### src/fpp_params.svh
`ifndef FPP_PARAMS_SVH
`define FPP_PARAMS_SVH

// Register byte offsets on the APB bus.
`define FPP_CFG_OFS          12'h000
`define FPP_WRCTL_OFS        12'h004
`define FPP_RSTSTAT_OFS      12'h008
`define FPP_IRQ_STATUS_OFS   12'h00c
`define FPP_IRQ_MASK_OFS     12'h010
`define FPP_VIOL_ADDR_OFS    12'h014

// Field positions.
`define FPP_CFG_BOOT_EN_N    0
`define FPP_CFG_BOOT_SIZE_LO 1
`define FPP_CFG_STOR_EN_N    4
`define FPP_CFG_APP_LOCK_N   5
`define FPP_CFG_BOOT_LOCK_N  6
`define FPP_CFG_CFG_LOCK_N   7
`define FPP_CFG_LOADED       8
`define FPP_WRCTL_ERR        0
`define FPP_RSTSTAT_VIOL     0
`define FPP_IRQ_WRITE_ERROR_FLAG        0
`define FPP_IRQ_VIOL         1

// Reset values and sizes.
`define FPP_FLASH_WORDS      8192
`define FPP_STORAGE_WORDS    128
`define FPP_BOOT_BASE_WORDS  512
`define FPP_IRQ_MASK_RST     2'h0
`define FPP_VIOL_FLAG_RST    1'h1

`endif

### src/fpp_pkg.sv
package fpp_pkg;

  typedef enum logic [2:0] {
    FPP_REGION_APP  = 3'b001,
    FPP_REGION_BOOT = 3'b010,
    FPP_REGION_STOR = 3'b100
  } fpp_region_e;

  typedef logic [1:0] fpp_irq_t;

  typedef enum logic [1:0] {
    FPP_APB_IDLE   = 2'b01,
    FPP_APB_ANSWER = 2'b10
  } fpp_apb_e;

endpackage

### src/fpp_flash_partition_protection.sv
`timescale 1ns/10ps
`default_nettype none
`include "fpp_params.svh"

// Behaviour
// - Flash split into application, boot, storage regions.
// - Both enables at one: all application.
// - Boot region size from three-bit select.
// - Storage region exists only when enable cleared.
// - Storage region: top 128 words.
// - Storage region never valid for execution.
// - Independent write locks: application, boot, configuration.
// - Locked write: no change, set error flag.
// - Bad fetch: violation reset, clear violation flag.
module fpp_flash_partition_protection #(
  parameter int ADDR_W      = 13,
  parameter int FLASH_WORDS = `FPP_FLASH_WORDS
) (
  input  wire logic              pclk,
  input  wire logic              presetn,
  input  wire logic              psel,
  input  wire logic              penable,
  input  wire logic              pwrite,
  input  wire logic [11:0]       paddr,
  input  wire logic [31:0]       pwdata,
  output var  logic [31:0]       prdata,
  output var  logic              pready,
  output var  logic              pslverr,
  input  wire logic              boot_region_enable_n,
  input  wire logic [2:0]        boot_region_size_select,
  input  wire logic              storage_region_enable_n,
  input  wire logic              app_region_write_lock_n,
  input  wire logic              boot_region_write_lock_n,
  input  wire logic              config_region_write_lock_n,
  input  wire logic              fetch_valid,
  input  wire logic [ADDR_W-1:0] fetch_addr,
  input  wire logic              wr_req,
  input  wire logic              wr_config_space,
  input  wire logic [ADDR_W-1:0] wr_addr,
  output var  logic              wr_accept,
  output var  logic              wr_reject,
  output var  logic              exec_violation_reset,
  output var  fpp_pkg::fpp_irq_t irq_status_out,
  output var  logic              irq
);
  import fpp_pkg::*;

  // Latched configuration.
  logic              cfg_loaded_reg;
  logic              boot_en_n_reg;
  logic [2:0]        boot_size_reg;
  logic              stor_en_n_reg;
  logic              app_lock_n_reg;
  logic              boot_lock_n_reg;
  logic              cfg_lock_n_reg;

  // Software visible state.
  logic              write_error_flag_reg;
  logic              exec_violation_flag_reg;
  fpp_irq_t          irq_status_reg;
  fpp_irq_t          irq_mask_reg;
  logic [ADDR_W-1:0] viol_addr_reg;

  // Bus handshake.
  logic              bus_done;
  logic              bus_wr;
  logic              bus_answer;
  logic              wr_wrctl;
  logic              wr_rststat;
  logic              wr_mask;
  logic              rd_status;
  logic [31:0]       rdata_next;
  logic              addr_hit;
  fpp_apb_e          apb_state_reg;
  fpp_apb_e          apb_state_next;

  // Event decode.
  logic              fetch_bad;
  logic              wr_blocked;
  logic              wr_done_ok;

  // One compare shared by the address check and every register strobe.
  function automatic logic reg_is(input logic [11:0] a, input logic [11:0] ofs);
    reg_is = (a == ofs);
  endfunction

  // Size of the boot region in words, zero when disabled.
  function automatic logic [31:0] boot_words(input logic en_n, input logic [2:0] sel);
    logic [31:0] w;
    w = 32'(`FPP_BOOT_BASE_WORDS) << sel;
    if (w > 32'(FLASH_WORDS)) begin
      w = 32'(FLASH_WORDS);
    end
    boot_words = en_n ? 32'h0 : w;
  endfunction

  // Which region an address falls in, from the latched configuration.
  function automatic fpp_region_e region_of(input logic [ADDR_W-1:0] a);
    logic [31:0] addr32;
    addr32 = 32'(a);
    if (!stor_en_n_reg && addr32 >= 32'(FLASH_WORDS - `FPP_STORAGE_WORDS)) begin
      region_of = FPP_REGION_STOR;
    end else if (addr32 < boot_words(boot_en_n_reg, boot_size_reg)) begin
      region_of = FPP_REGION_BOOT;
    end else begin
      region_of = FPP_REGION_APP;
    end
  endfunction

  // Only addresses inside the flash and outside the storage region may run.
  function automatic logic exec_ok(input logic [ADDR_W-1:0] a);
    exec_ok = (32'(a) < 32'(FLASH_WORDS)) && (region_of(a) != FPP_REGION_STOR);
  endfunction

  // Storage is writable by default; only the three locks exist.
  function automatic logic write_locked(input logic cfg_space, input logic [ADDR_W-1:0] a);
    fpp_region_e r;
    r = region_of(a);
    if (cfg_space) begin
      write_locked = !cfg_lock_n_reg;
    end else if (32'(a) >= 32'(FLASH_WORDS)) begin
      write_locked = 1'b1;
    end else if (r == FPP_REGION_BOOT) begin
      write_locked = !boot_lock_n_reg;
    end else if (r == FPP_REGION_APP) begin
      write_locked = !app_lock_n_reg;
    end else begin
      write_locked = 1'b0;
    end
  endfunction

  // The fuse levels are sampled by a clocked process after reset release, never under the reset itself.
  always_ff @(posedge pclk or negedge presetn) begin
    if (!presetn) begin
      cfg_loaded_reg <= 1'b0;
    end else begin
      cfg_loaded_reg <= 1'b1;
    end
  end

  always_ff @(posedge pclk or negedge presetn) begin
    if (!presetn) begin
      boot_en_n_reg   <= 1'b1;
      boot_size_reg   <= 3'h0;
      stor_en_n_reg   <= 1'b1;
      app_lock_n_reg  <= 1'b1;
      boot_lock_n_reg <= 1'b1;
      cfg_lock_n_reg  <= 1'b1;
    end else if (!cfg_loaded_reg) begin
      boot_en_n_reg   <= boot_region_enable_n;
      boot_size_reg   <= boot_region_size_select;
      stor_en_n_reg   <= storage_region_enable_n;
      app_lock_n_reg  <= app_region_write_lock_n;
      boot_lock_n_reg <= boot_region_write_lock_n;
      cfg_lock_n_reg  <= config_region_write_lock_n;
    end
  end

  // Requests before the configuration is loaded are not checked; writes are refused then.
  assign fetch_bad  = cfg_loaded_reg && fetch_valid && !exec_ok(fetch_addr);
  assign wr_blocked = wr_req && (!cfg_loaded_reg || write_locked(wr_config_space, wr_addr));
  assign wr_done_ok = wr_req && !wr_blocked;

  always_ff @(posedge pclk or negedge presetn) begin
    if (!presetn) begin
      wr_accept <= 1'b0;
      wr_reject <= 1'b0;
    end else begin
      wr_accept <= wr_done_ok;
      wr_reject <= wr_blocked;
    end
  end

  always_ff @(posedge pclk or negedge presetn) begin
    if (!presetn) begin
      exec_violation_reset <= 1'b0;
    end else begin
      exec_violation_reset <= fetch_bad;
    end
  end

  always_ff @(posedge pclk or negedge presetn) begin
    if (!presetn) begin
      viol_addr_reg <= '0;
    end else if (fetch_bad) begin
      viol_addr_reg <= fetch_addr;
    end
  end

  // APB: one wait state, so the answer and read data come from flops.
  assign bus_done = psel && penable && pready;
  assign bus_wr   = bus_done && pwrite;
  assign addr_hit = reg_is(paddr, `FPP_CFG_OFS) || reg_is(paddr, `FPP_WRCTL_OFS) ||
                    reg_is(paddr, `FPP_RSTSTAT_OFS) || reg_is(paddr, `FPP_IRQ_STATUS_OFS) ||
                    reg_is(paddr, `FPP_IRQ_MASK_OFS) || reg_is(paddr, `FPP_VIOL_ADDR_OFS);

  // The answer state lasts one cycle, so a master that keeps penable high sees a pready pulse every other cycle.
  always_comb begin
    apb_state_next = apb_state_reg;
    case (apb_state_reg)
      FPP_APB_IDLE: begin
        if (psel && penable) begin
          apb_state_next = FPP_APB_ANSWER;
        end
      end
      FPP_APB_ANSWER: begin
        apb_state_next = FPP_APB_IDLE;
      end
      default: begin
        apb_state_next = FPP_APB_IDLE;
      end
    endcase
  end

  always_ff @(posedge pclk or negedge presetn) begin
    if (!presetn) begin
      apb_state_reg <= FPP_APB_IDLE;
    end else begin
      apb_state_reg <= apb_state_next;
    end
  end

  // Writes act at the edge where the master takes pready; the read clear acts when the word is captured,
  // so an event that lands between capture and hand-over stays pending.
  assign bus_answer = (apb_state_next == FPP_APB_ANSWER);
  assign wr_wrctl   = bus_wr && reg_is(paddr, `FPP_WRCTL_OFS);
  assign wr_rststat = bus_wr && reg_is(paddr, `FPP_RSTSTAT_OFS);
  assign wr_mask    = bus_wr && reg_is(paddr, `FPP_IRQ_MASK_OFS);
  assign rd_status  = bus_answer && !pwrite && reg_is(paddr, `FPP_IRQ_STATUS_OFS);

  always_comb begin
    rdata_next = 32'h0;
    case (paddr)
      `FPP_CFG_OFS: begin
        rdata_next[`FPP_CFG_BOOT_EN_N]                               = boot_en_n_reg;
        rdata_next[`FPP_CFG_BOOT_SIZE_LO +: 3]                       = boot_size_reg;
        rdata_next[`FPP_CFG_STOR_EN_N]                               = stor_en_n_reg;
        rdata_next[`FPP_CFG_APP_LOCK_N]                              = app_lock_n_reg;
        rdata_next[`FPP_CFG_BOOT_LOCK_N]                             = boot_lock_n_reg;
        rdata_next[`FPP_CFG_CFG_LOCK_N]                              = cfg_lock_n_reg;
        rdata_next[`FPP_CFG_LOADED]                                  = cfg_loaded_reg;
      end
      `FPP_WRCTL_OFS: begin
        rdata_next[`FPP_WRCTL_ERR] = write_error_flag_reg;
      end
      `FPP_RSTSTAT_OFS: begin
        rdata_next[`FPP_RSTSTAT_VIOL] = exec_violation_flag_reg;
      end
      `FPP_IRQ_STATUS_OFS: begin
        rdata_next[1:0] = irq_status_reg;
      end
      `FPP_IRQ_MASK_OFS: begin
        rdata_next[1:0] = irq_mask_reg;
      end
      `FPP_VIOL_ADDR_OFS: begin
        rdata_next[ADDR_W-1:0] = viol_addr_reg;
      end
      default: begin
        rdata_next = 32'h0;
      end
    endcase
  end

  always_ff @(posedge pclk or negedge presetn) begin
    if (!presetn) begin
      pready <= 1'b0;
    end else begin
      pready <= bus_answer;
    end
  end

  // Read data is zero outside the answer cycle, so a stale word never lingers on the bus.
  always_ff @(posedge pclk or negedge presetn) begin
    if (!presetn) begin
      prdata <= 32'h0;
    end else begin
      prdata <= (bus_answer && !pwrite) ? rdata_next : 32'h0;
    end
  end

  always_ff @(posedge pclk or negedge presetn) begin
    if (!presetn) begin
      pslverr <= 1'b0;
    end else begin
      pslverr <= bus_answer && !addr_hit;
    end
  end

  // Software clears the error by writing zero; a new refusal in the same cycle wins.
  always_ff @(posedge pclk or negedge presetn) begin
    if (!presetn) begin
      write_error_flag_reg <= 1'b0;
    end else if (wr_blocked) begin
      write_error_flag_reg <= 1'b1;
    end else if (wr_wrctl && !pwdata[`FPP_WRCTL_ERR]) begin
      write_error_flag_reg <= 1'b0;
    end
  end

  // Flag reads one until a violation clears it; software writes one to rearm it.
  always_ff @(posedge pclk or negedge presetn) begin
    if (!presetn) begin
      exec_violation_flag_reg <= `FPP_VIOL_FLAG_RST;
    end else if (fetch_bad) begin
      exec_violation_flag_reg <= 1'b0;
    end else if (wr_rststat && pwdata[`FPP_RSTSTAT_VIOL]) begin
      exec_violation_flag_reg <= 1'b1;
    end
  end

  // Read clears the sticky bits, but an event in that same cycle survives.
  always_ff @(posedge pclk or negedge presetn) begin
    if (!presetn) begin
      irq_status_reg <= 2'h0;
    end else begin
      irq_status_reg <= (rd_status ? 2'h0 : irq_status_reg) |
                        {fetch_bad, wr_blocked};
    end
  end

  always_ff @(posedge pclk or negedge presetn) begin
    if (!presetn) begin
      irq_mask_reg <= `FPP_IRQ_MASK_RST;
    end else if (wr_mask) begin
      irq_mask_reg <= pwdata[1:0];
    end
  end

  // The output follows the status one cycle late; that is the price of driving it from a flop.
  always_ff @(posedge pclk or negedge presetn) begin
    if (!presetn) begin
      irq <= 1'b0;
    end else begin
      irq <= |(irq_status_reg & irq_mask_reg);
    end
  end

  always_ff @(posedge pclk or negedge presetn) begin
    if (!presetn) begin
      irq_status_out <= 2'h0;
    end else begin
      irq_status_out <= irq_status_reg;
    end
  end

endmodule
`default_nettype wire

### config.mk
export PLATFORM = sky130hd
export DESIGN_NAME = fpp_flash_partition_protection
export DESIGN_NICKNAME = d
export VERILOG_FILES = /design/src/fpp_pkg.sv /design/src/fpp_flash_partition_protection.sv
export VERILOG_INCLUDE_DIRS = /design/src
export SDC_FILE = /design/constraint.sdc
export NUM_CORES = 1
export LEC_CHECK = 0
export BUFFER_PORTS_ARGS = -buffer_cell sky130_fd_sc_hd__buf_2
export CAP_MARGIN = 25
export CELL_PAD_IN_SITES_DETAIL_PLACEMENT = 0
export CELL_PAD_IN_SITES_GLOBAL_PLACEMENT = 2
export CORE_ASPECT_RATIO = 0.9
export CORE_MARGIN = 2
export CORE_UTILIZATION = 26
export DETAILED_ROUTE_END_ITERATION = 12
export GPL_TIMING_DRIVEN = 1
export PLACE_DENSITY_LB_ADDON = 0.05
export SKIP_CTS_REPAIR_TIMING = 1
export SLEW_MARGIN = 25
export SYNTH_ARGS = -nofsm -noshare
export SYNTH_HDL_FRONTEND = slang
export SYNTH_SLANG_ARGS = --single-unit
### constraint.sdc
create_clock -name pclk -period 2.3 [get_ports pclk]
set_input_delay 0.46 -clock pclk [delete_from_list [all_inputs] [get_ports pclk]]
set_output_delay 0.46 -clock pclk [all_outputs]
set_load 0.01 [all_outputs]
==> flow_summary.yaml, run 1 <==
worst_setup_path:
  rr_worst_depth: 10
  cp-startpoint: "boot_size_reg[1]$_DFFE_PN0N_"
  cp-end-kind: "register"
  cp.arrival_ns: 2.32
  required_ns: 2.48
  r2r_end: "write_error_flag_reg$_DFFE_PN0P_"
  r2r_start: "boot_size_reg[1]$_DFFE_PN0N_"
  start_kind: "register"
  crit_path_max_fanout: 4
  worstSetupPathType: "register to register"
  reg2reg_slack_ns: 0.16
global_routing:
  antenna_found_initial: 0
  first_global_vias: 1570
  overflow: 0
  grt.total_usage_pct: 10.9
  grt_max_degree: 30
  grt_pass1_wl_microns: 7920
drt:
  wirelength_microns: 5020
  ant_nets: 0
  vias: 1577
  drc: 0
  via_per_inst: 4.05
  dr.first_iter.drc_count: 34
  wl_per_cell_microns: 12.9
  first_pass_iters: 4
hold_path:
  worstHoldPathType: "input pin to async pin"
synthesis:
  yosysSeqAreaShare_pct: 55.8
  synth_most_common_cell: "dfrtp_1"
  yosysWarnings: 0
  yosys_register_bits: 51
  synth_cells: 191
  synth_common_cells: "dfrtp_1, buf_4, nor2_1"
  syn-cell-area_sq_um: 2300
  synthArstFlopShare_pct: 100
  synthFlopType: "dfrtp_1"
  synth_top_area_share_pct: 47.8
  synth_area_leaders: "dfrtp_1, mux2_2, dfstp_2"
  syn_avg_cell_area_sq_um: 12.1
  synth_edf_count: 0
  netlist-cell-type-count: 43
  synth_top_cell_by_area: "dfrtp_1"
final_layout:
  drive_gt1_share_pct: 46.7
  n_antenna_cell: 0
  layout.cells.non_filler: 389
  fillers: 898
  final_nets: 359
  multiInputGateArea_sq_um: 913
  regArea_sq_um: 1280
  area_growth_syn_to_layout_pct: 25.6
flow_run:
  drv_cap: 0
sta:
  finClkSkew_ns: 0.00936
  fmax_ghz: 0.466
  fin_setup_tns_ns: 0
  fin_crit_sh_pct: 93.3
  finalHoldViolCount: 0
  slew_viol_final: 0
  finalCriticalPeriod_ns: 2.14
  rsz0062_at_grt: "false"
  setup_violations: 0
  relSlewSlack_pct: 63.3
  worst_pin_slew_ns: 0.545
floorplanning:
  start_util_pct: 26.8
  dieArea_sq_um: 9630
  die_y_microns: 93.3
  rows: 32
  ioPinCount: 126
  core_sq_um: 8610
  die_x_microns: 103
place:
  dp_hpwl_microns: 3890
  io_buffers: 69
  gp_congestion: 0.699
  dpl.cell_count: 381
cts:
  cts_buffer_depth: 2
  cts.sinks: 51
  cts-root-buf: "clkbuf_8"
  cts_tree: "done"
  clock_latency_ns: 0.30
  h-tree-depth: 2
  cts-buffers-inserted: 5
  path_clk_slew_ns: 0.09
pwr:
  ir_drop_mv: 0.231
  p_per_area_nw_per_um2: 597
  p_leak_uw: 0.00146
run_status:
  status: "finished, final reports clean"
## power breakdown
group / switching, uW / internal, uW / total [uW]
sequential: 23.1 / 944 / 967
clock: 287 / 247 / 534
combinational: 117 / 108 / 226
total: 427 / 1300 / 1730
## how the worst max path moves through the flow
| stage | endpoint | slack (ns) | cells after the start |
|---|---|---|---|
| after floorplan | write_error_flag_reg$_DFFE_PN0P_ | 0.35 | 8 |
| final | write_error_flag_reg$_DFFE_PN0P_ | 0.16 | 10 |
| after detailed placement | write_error_flag_reg$_DFFE_PN0P_ | 0.07 | 10 |
| after CTS | write_error_flag_reg$_DFFE_PN0P_ | 0.04 | 10 |
| after global routing | write_error_flag_reg$_DFFE_PN0P_ | 0.01 | 10 |
| after global placement | write_error_flag_reg$_DFFE_PN0P_ | 0.05 | 10 |
## layout by cell type, fill, tap and decap left out, types with 2 or more instances in the layout
master,count
inv_1,5
nor2_1,19
and4b_1,3
mux2i_1,3
nand3b_1,2
dfrtp_1,44
o31ai_1,2
nand4_1,2
ha_1,4
nor4_4,2
and3_1,4
nand3_1,2
clkbuf_8,6
or2_2,6
nor3_1,3
mux2_2,17
buf_2,69
a22oi_1,7
buf_4,9
nand2_1,4
and2_1,2
dfstp_2,7
conb_1,20
a21oi_1,2
o21ai_0,3
## kinds of logic (layout without fill, tap and decap cells)
kind of cell               count (synthesis)  count (layout)  synth area share [%]
and+or+nand+nor                           60              60                  16.2
adders and majority gates                  4               4                  2.17
other                                      2              20                 0.326
DFF                                       51              51                  55.8
muxes                                     21              21                  10.6
AOI/OAI and AO/OA                         22              22                  6.79
buffers and inverters                     31              92                  8.20
## metal layers
layer  routed length, microns  track usage (%)  vias up
li1                         -                -      786
met1                     2480             15.5      722
met2                     2150             16.1       61
met3                      310             2.32        8
met4                       76             3.95        0
met5                        0                0        -
## per-stage QoR
step	util, %	hold WS [ns]	setup WS, ns	instance area (sq um)	total power [uW]
after floorplan	-	0.164	0.347	2370	1110
after global placement	32.3	0.442	0.0508	2780	1210
after detailed placement	32.3	0.441	0.0738	2780	1210
after CTS	33.4	0.134	0.0420	2880	1760
after global routing	33.6	0.149	0.0138	2890	1830
final	33.6	0.124	0.155	2890	1730
## layout make-up
class                           count  share of cell area (%)
Sequential cell                    51                    44.4
Tap cell                          119                    5.14
Inverter                            5                   0.649
Multi-Input combinational cell    127                    31.6
Clock inverter                      1                   0.303
Clock buffer                        7                    2.98
Timing Repair Buffer               79                    15.0
## worst max-delay path, cell delays in order (launching register included)
cell and delay, ns:
dfrtp_1 0.40, nor3_2 0.19, nand2b_1 0.10, ha_1 0.28
o21ai_0 0.07, nor4b_2 0.15, buf_4 0.13, o41a_1 0.37
a21oi_2 0.13, buf_4 0.14, o21ai_0 0.06
Power figures use the tool's default switching activity.
==> inputs of run 2 (changes only) <==
- SLEW_MARGIN: 25 -> default
- clock period: 2.3 -> 2.1 ns (I/O delays scaled with it)
==> run 2 against run 1 <==
  * Combinational power up 14%
  * Hold slack worse by 0.067 ns
  * Via count up 1.7%
  * Non-clock buffer count up 2
  * Clock skew up 0.0057 ns
  * Critical path depth down 2
  * Utilization up 0.65 points
  * Sequential cell count unchanged
  * Critical endpoint is now wr_accept$_DFF_PN0_
  * Largest cell class unchanged
  * Highest routed layer unchanged
==> flow_summary.yaml, run 2 (synthesis gave the netlist of run 1 again) <==
sta:
  fin_crit_sh_pct: 95.0
  fmax_ghz: 0.501
  finClkSkew_ns: 0.0151
  finalHoldViolCount: 0
  slew_viol_final: 0
  fin_setup_tns_ns: 0
  rsz0062_at_grt: "true"
  worst_slack_ns: 0.104
  finalCriticalPeriod_ns: 2.00
  setup_violations: 0
drt:
  dr.first_iter.drc_count: 34
  drc: 0
  ant_nets: 0
  vias: 1604
  wirelength_microns: 5160
  first_pass_iters: 4
  wl_per_cell_microns: 13.2
  via_per_inst: 4.10
cts:
  cts-root-buf: "clkbuf_8"
  path_clk_slew_ns: 0.10
  cts.sinks: 51
  cts_buffer_depth: 2
  cts-buffers-inserted: 5
  cts_tree: "done"
  h-tree-depth: 2
  clock_latency_ns: 0.31
floorplanning:
  rows: 32
  dieArea_sq_um: 9630
  die_x_microns: 103
  start_util_pct: 26.8
  core_sq_um: 8610
  die_y_microns: 93.3
  ioPinCount: 126
final_layout:
  final_nets: 361
  final_common_cell: "buf_2"
  fillers: 882
  n_antenna_cell: 0
  fin_util_pct: 34.3
  layout.cells.non_filler: 391
  drive_gt1_share_pct: 47.8
  most-common-layout-cells: "buf_2, dfrtp_1, conb_1"
  area_growth_syn_to_layout_pct: 28.0
pwr:
  internal_power_uw: 1520
  p_switching_uw: 499
  p_leak_uw: 0.00149
  switching_share_pct: 24.8
  p_per_area_nw_per_um2: 683
  power_frac_comb_pct: 12.7
  ir_drop_mv: 0.290
  p_seq_share_pct: 52.7
  clockPowerShare_pct: 34.6
global_routing:
  overflow: 0
  grt_pass1_wl_microns: 8260
  grt.total_usage_pct: 11.4
  grt_max_degree: 32
  antenna_found_initial: 0
  first_global_vias: 1585
place:
  io_buffers: 69
  dpl.cell_count: 383
  dp_slack_ns: -0.283
  dp_hpwl_microns: 4080
  gp_congestion: 0.695
worst_setup_path:
  reg2reg_slack_ns: 0.10
  crit_path_max_fanout: 4
  start_kind: "register"
  r2r_end: "wr_accept$_DFF_PN0_"
  cp-end-kind: "register"
  worstSetupPathType: "register to register"
  required_ns: 2.35
  rr_worst_depth: 8
  r2r_start: "boot_en_n_reg$_DFFE_PN1N_"
  cp.arrival_ns: 2.25
flow_run:
  drv_cap: 0
run_status:
  status: "finished, final reports clean"
hold_path:
  worstHoldPathType: "input pin to async pin"
==> run 2: worst max path at each step <==
| stage | startpoint | end | slack (ns) | cells past startpoint |
|---|---|---|---|---|
| 2_1_floorplan | boot_size_reg[2]$_DFFE_PN0N_ | write_error_flag_reg$_DFFE_PN0P_ | 0.15 | 8 |
| 3_3_place_gp | boot_size_reg[2]$_DFFE_PN0N_ | write_error_flag_reg$_DFFE_PN0P_ | -0.26 | 8 |
| 3_5_place_dp | boot_size_reg[2]$_DFFE_PN0N_ | write_error_flag_reg$_DFFE_PN0P_ | -0.28 | 8 |
| 4_1_cts | boot_size_reg[2]$_DFFE_PN0N_ | write_error_flag_reg$_DFFE_PN0P_ | -0.31 | 8 |
| 5_1_grt | boot_size_reg[1]$_DFFE_PN0N_ | write_error_flag_reg$_DFFE_PN0P_ | -0.03 | 8 |
| 6_report | boot_en_n_reg$_DFFE_PN1N_ | wr_accept$_DFF_PN0_ | 0.10 | 8 |
==> run 2: per-layer routing <==
metal / wire (microns) / share of wire (%) / GRT usage, % / vias up
met5: 0 / 0 / 0 / -
met4: 85 / 1.6 / 4.61 / 0
met3: 336 / 6.5 / 2.47 / 8
met2: 2180 / 42 / 16.2 / 66
met1: 2560 / 50 / 16.6 / 739
li1: - / - / - / 791
==> run 2: cell type report <==
cell class	count	area (sq um)	share of cell area, %
clock buffer	5	68.8	2.33
tap	119	149	5.05
sequential	51	1280	43.6
multi-input combinational	127	935	31.7
inverter	5	18.8	0.636
clock inverter	3	46.3	1.57
timing repair buffer	81	448	15.2
==> run 2: power groups by stage <==
| stage | registers (uW) | clock network [uW] | logic [uW] |
|---|---|---|---|
| 2_1_floorplan | 1080 | 0 | 142 |
| 3_3_place_gp | 1080 | 0 | 246 |
| 3_5_place_dp | 1080 | 0 | 248 |
| 4_1_cts | 1060 | 726 | 249 |
| 5_1_grt | 1070 | 763 | 289 |
| 6_report | 1060 | 697 | 257 |
==> run 2: critical path: stages (launching register included) <==
cell and delay (ns):
dfstp_2 0.39, nor3_2 0.22, nand2b_1 0.09, ha_1 0.27, o21ai_1 0.08, nor4b_4 0.14
o41a_1 0.41, a21oi_4 0.19, and2_1 0.15
==> run 2: stage by stage <==
step	total power, uW	hold slack, ns	instance area, sq um
finish	2020	0.0570	2950
global route	2120	0.0808	2950
CTS	2040	0.0710	2910
detailed placement	1330	0.420	2800
global placement	1330	0.416	2800
floorplan	1220	0.124	2370
==> inputs of run 3 (changes only) <==
- GPL_TIMING_DRIVEN: 1 -> 0
==> run 3 against run 2 <==
  * Via count up 4.4%
  * Fmax down 1.9%
  * First-iteration DRC count up 15%
  * Setup slack worse by 0.038 ns
  * Clock-buffer cell count unchanged
  * Critical path type unchanged
  * Critical endpoint unchanged
==> flow_summary.yaml, run 3 (synthesis gave the netlist of run 1 again) <==
pwr:
  p_per_area_nw_per_um2: 636
  ir_drop_mv: 0.239
  p_leak_uw: 0.00154
floorplanning:
  core_sq_um: 8610
  start_util_pct: 26.8
  ioPinCount: 126
  dieArea_sq_um: 9630
  rows: 32
  die_x_microns: 103
  die_y_microns: 93.3
global_routing:
  overflow: 0
  grt_max_degree: 31
  antenna_found_initial: 0
  grt.total_usage_pct: 11.2
  first_global_vias: 1671
  grt_pass1_wl_microns: 8230
worst_setup_path:
  r2r_start: "boot_size_reg[2]$_DFFE_PN0N_"
  max_stage_delay_ns: 0.45
  path_cells: "nor3_4 -> nand2b_1 -> ha_1 -> o21ai_1 -> nor4b_4 -> o41a_1 -> a21oi_4 -> and2_1"
  reg2reg_slack_ns: 0.07
  cp-end-kind: "register"
  required_ns: 2.35
  worstSetupPathType: "register to register"
  cp.arrival_ns: 2.29
  rr_worst_depth: 8
  start_kind: "register"
  slowest_stage: "dfrtp_2"
  r2r_end: "wr_accept$_DFF_PN0_"
  crit_path_max_fanout: 4
cts:
  path_clk_slew_ns: 0.10
  clock_latency_ns: 0.30
  cts_tree: "done"
  cts_buffer_depth: 2
  cts.sinks: 51
  cts-buffers-inserted: 5
  h-tree-depth: 2
  cts-root-buf: "clkbuf_8"
drt:
  wirelength_microns: 5180
  drc: 0
  vias: 1674
  dr.first_iter.drc_count: 39
  wl_per_cell_microns: 12.7
  via_per_inst: 4.11
  first_pass_iters: 4
  ant_nets: 0
sta:
  fmax_ghz: 0.492
  fin_setup_tns_ns: 0
  finalCriticalPeriod_ns: 2.03
  setup_violations: 0
  worst_slack_ns: 0.0655
  finClkSkew_ns: 0.00432
  slew_viol_final: 0
  finalHoldViolCount: 0
  relSlewSlack_pct: 62.9
  worst_pin_slew_ns: 0.556
  fin_crit_sh_pct: 96.9
place:
  placed_area_sq_um: 2870
  io_buffers: 66
  dp_hpwl_microns: 4040
  dpl.cell_count: 395
  gp_congestion: 0.675
  dp_slack_ns: -0.258
flow_run:
  drv_cap: 0
final_layout:
  final_common_cell: "buf_2"
  layout.cells.non_filler: 407
  area_growth_syn_to_layout_pct: 31.9
  final_nets: 377
  fin_area_sq_um: 3040
  drive_gt1_share_pct: 49.3
  most-common-layout-cells: "buf_2, dfrtp_1, buf_4"
  n_antenna_cell: 0
hold_path:
  worstHoldPathType: "input pin to async pin"
run_status:
  status: "finished, final reports clean"
## run 3: cell count changes in the layout (fill, tap and decap cells not counted)
cell	delta
nor3_2	-1
nor3_4	+1
bufinv_16	-1
clkinvlp_4	+1
clkbuf_1	+6
buf_2	-2
buf_4	+12
dfrtp_2	+2
dfrtp_1	-2
## run 3: worst max-delay path by stage
stage | from | slack [ns] | cells past startpoint | to
CTS | boot_size_reg[1]$_DFFE_PN0N_ | -0.30 | 8 | write_error_flag_reg$_DFFE_PN0P_
detailed placement | boot_size_reg[1]$_DFFE_PN0N_ | -0.26 | 8 | write_error_flag_reg$_DFFE_PN0P_
global placement | boot_size_reg[1]$_DFFE_PN0N_ | -0.28 | 8 | write_error_flag_reg$_DFFE_PN0P_
global route | boot_size_reg[2]$_DFFE_PN0N_ | -0.06 | 8 | wr_accept$_DFF_PN0_
finish | boot_size_reg[2]$_DFFE_PN0N_ | 0.07 | 8 | wr_accept$_DFF_PN0_
floorplan | boot_size_reg[2]$_DFFE_PN0N_ | 0.15 | 8 | write_error_flag_reg$_DFFE_PN0P_
## run 3: layout make-up
type                       instances  area, sq um
fill                             913         5570
sequential                        51         1290
multi-input combinational        127          941
timing repair buffer              71          380
buffer                            26          170
tap                              119          149
clock buffer                       5         68.8
clock inverter                     3         23.8
inverter                           5         18.8
## run 3: worst max-delay path, delay by kind of cell, from the launching register on
family | cells | cell delay [ns]
DFF | 1 | 0.45
AOI/OAI and AO/OA | 3 | 0.68
adders and majority gates | 1 | 0.27
and+or+nand+nor | 4 | 0.59
## run 3: stage by stage
stage                     power, uW  utilization [%]  hold slack, ns
after floorplan                1220                -           0.124
after global placement         1330             33.1           0.441
after detailed placement       1330             33.4           0.424
after CTS                      1930             34.4          0.0820
after global routing           2030             35.3          0.0965
final                          1930             35.3          0.0687
## run 3: metal layers
layer  vias up  routed length [microns]  global-route usage, %
met5         -                        0                      0
met4         0                       66                   3.84
met3         6                      371                   3.29
met2        63                     2200                   17.1
met1       784                     2530                   15.1
li1        821                        -                      -
## run 3: report_power, final
| part | switching [uW] | total (uW) | internal [uW] | leakage [uW] |
|---|---|---|---|---|
| Sequential | 34.4 | 1070 | 1040 | 0.000653 |
| Clock | 353 | 592 | 239 | 0.0000408 |
| Combinational | 132 | 271 | 140 | 0.000847 |
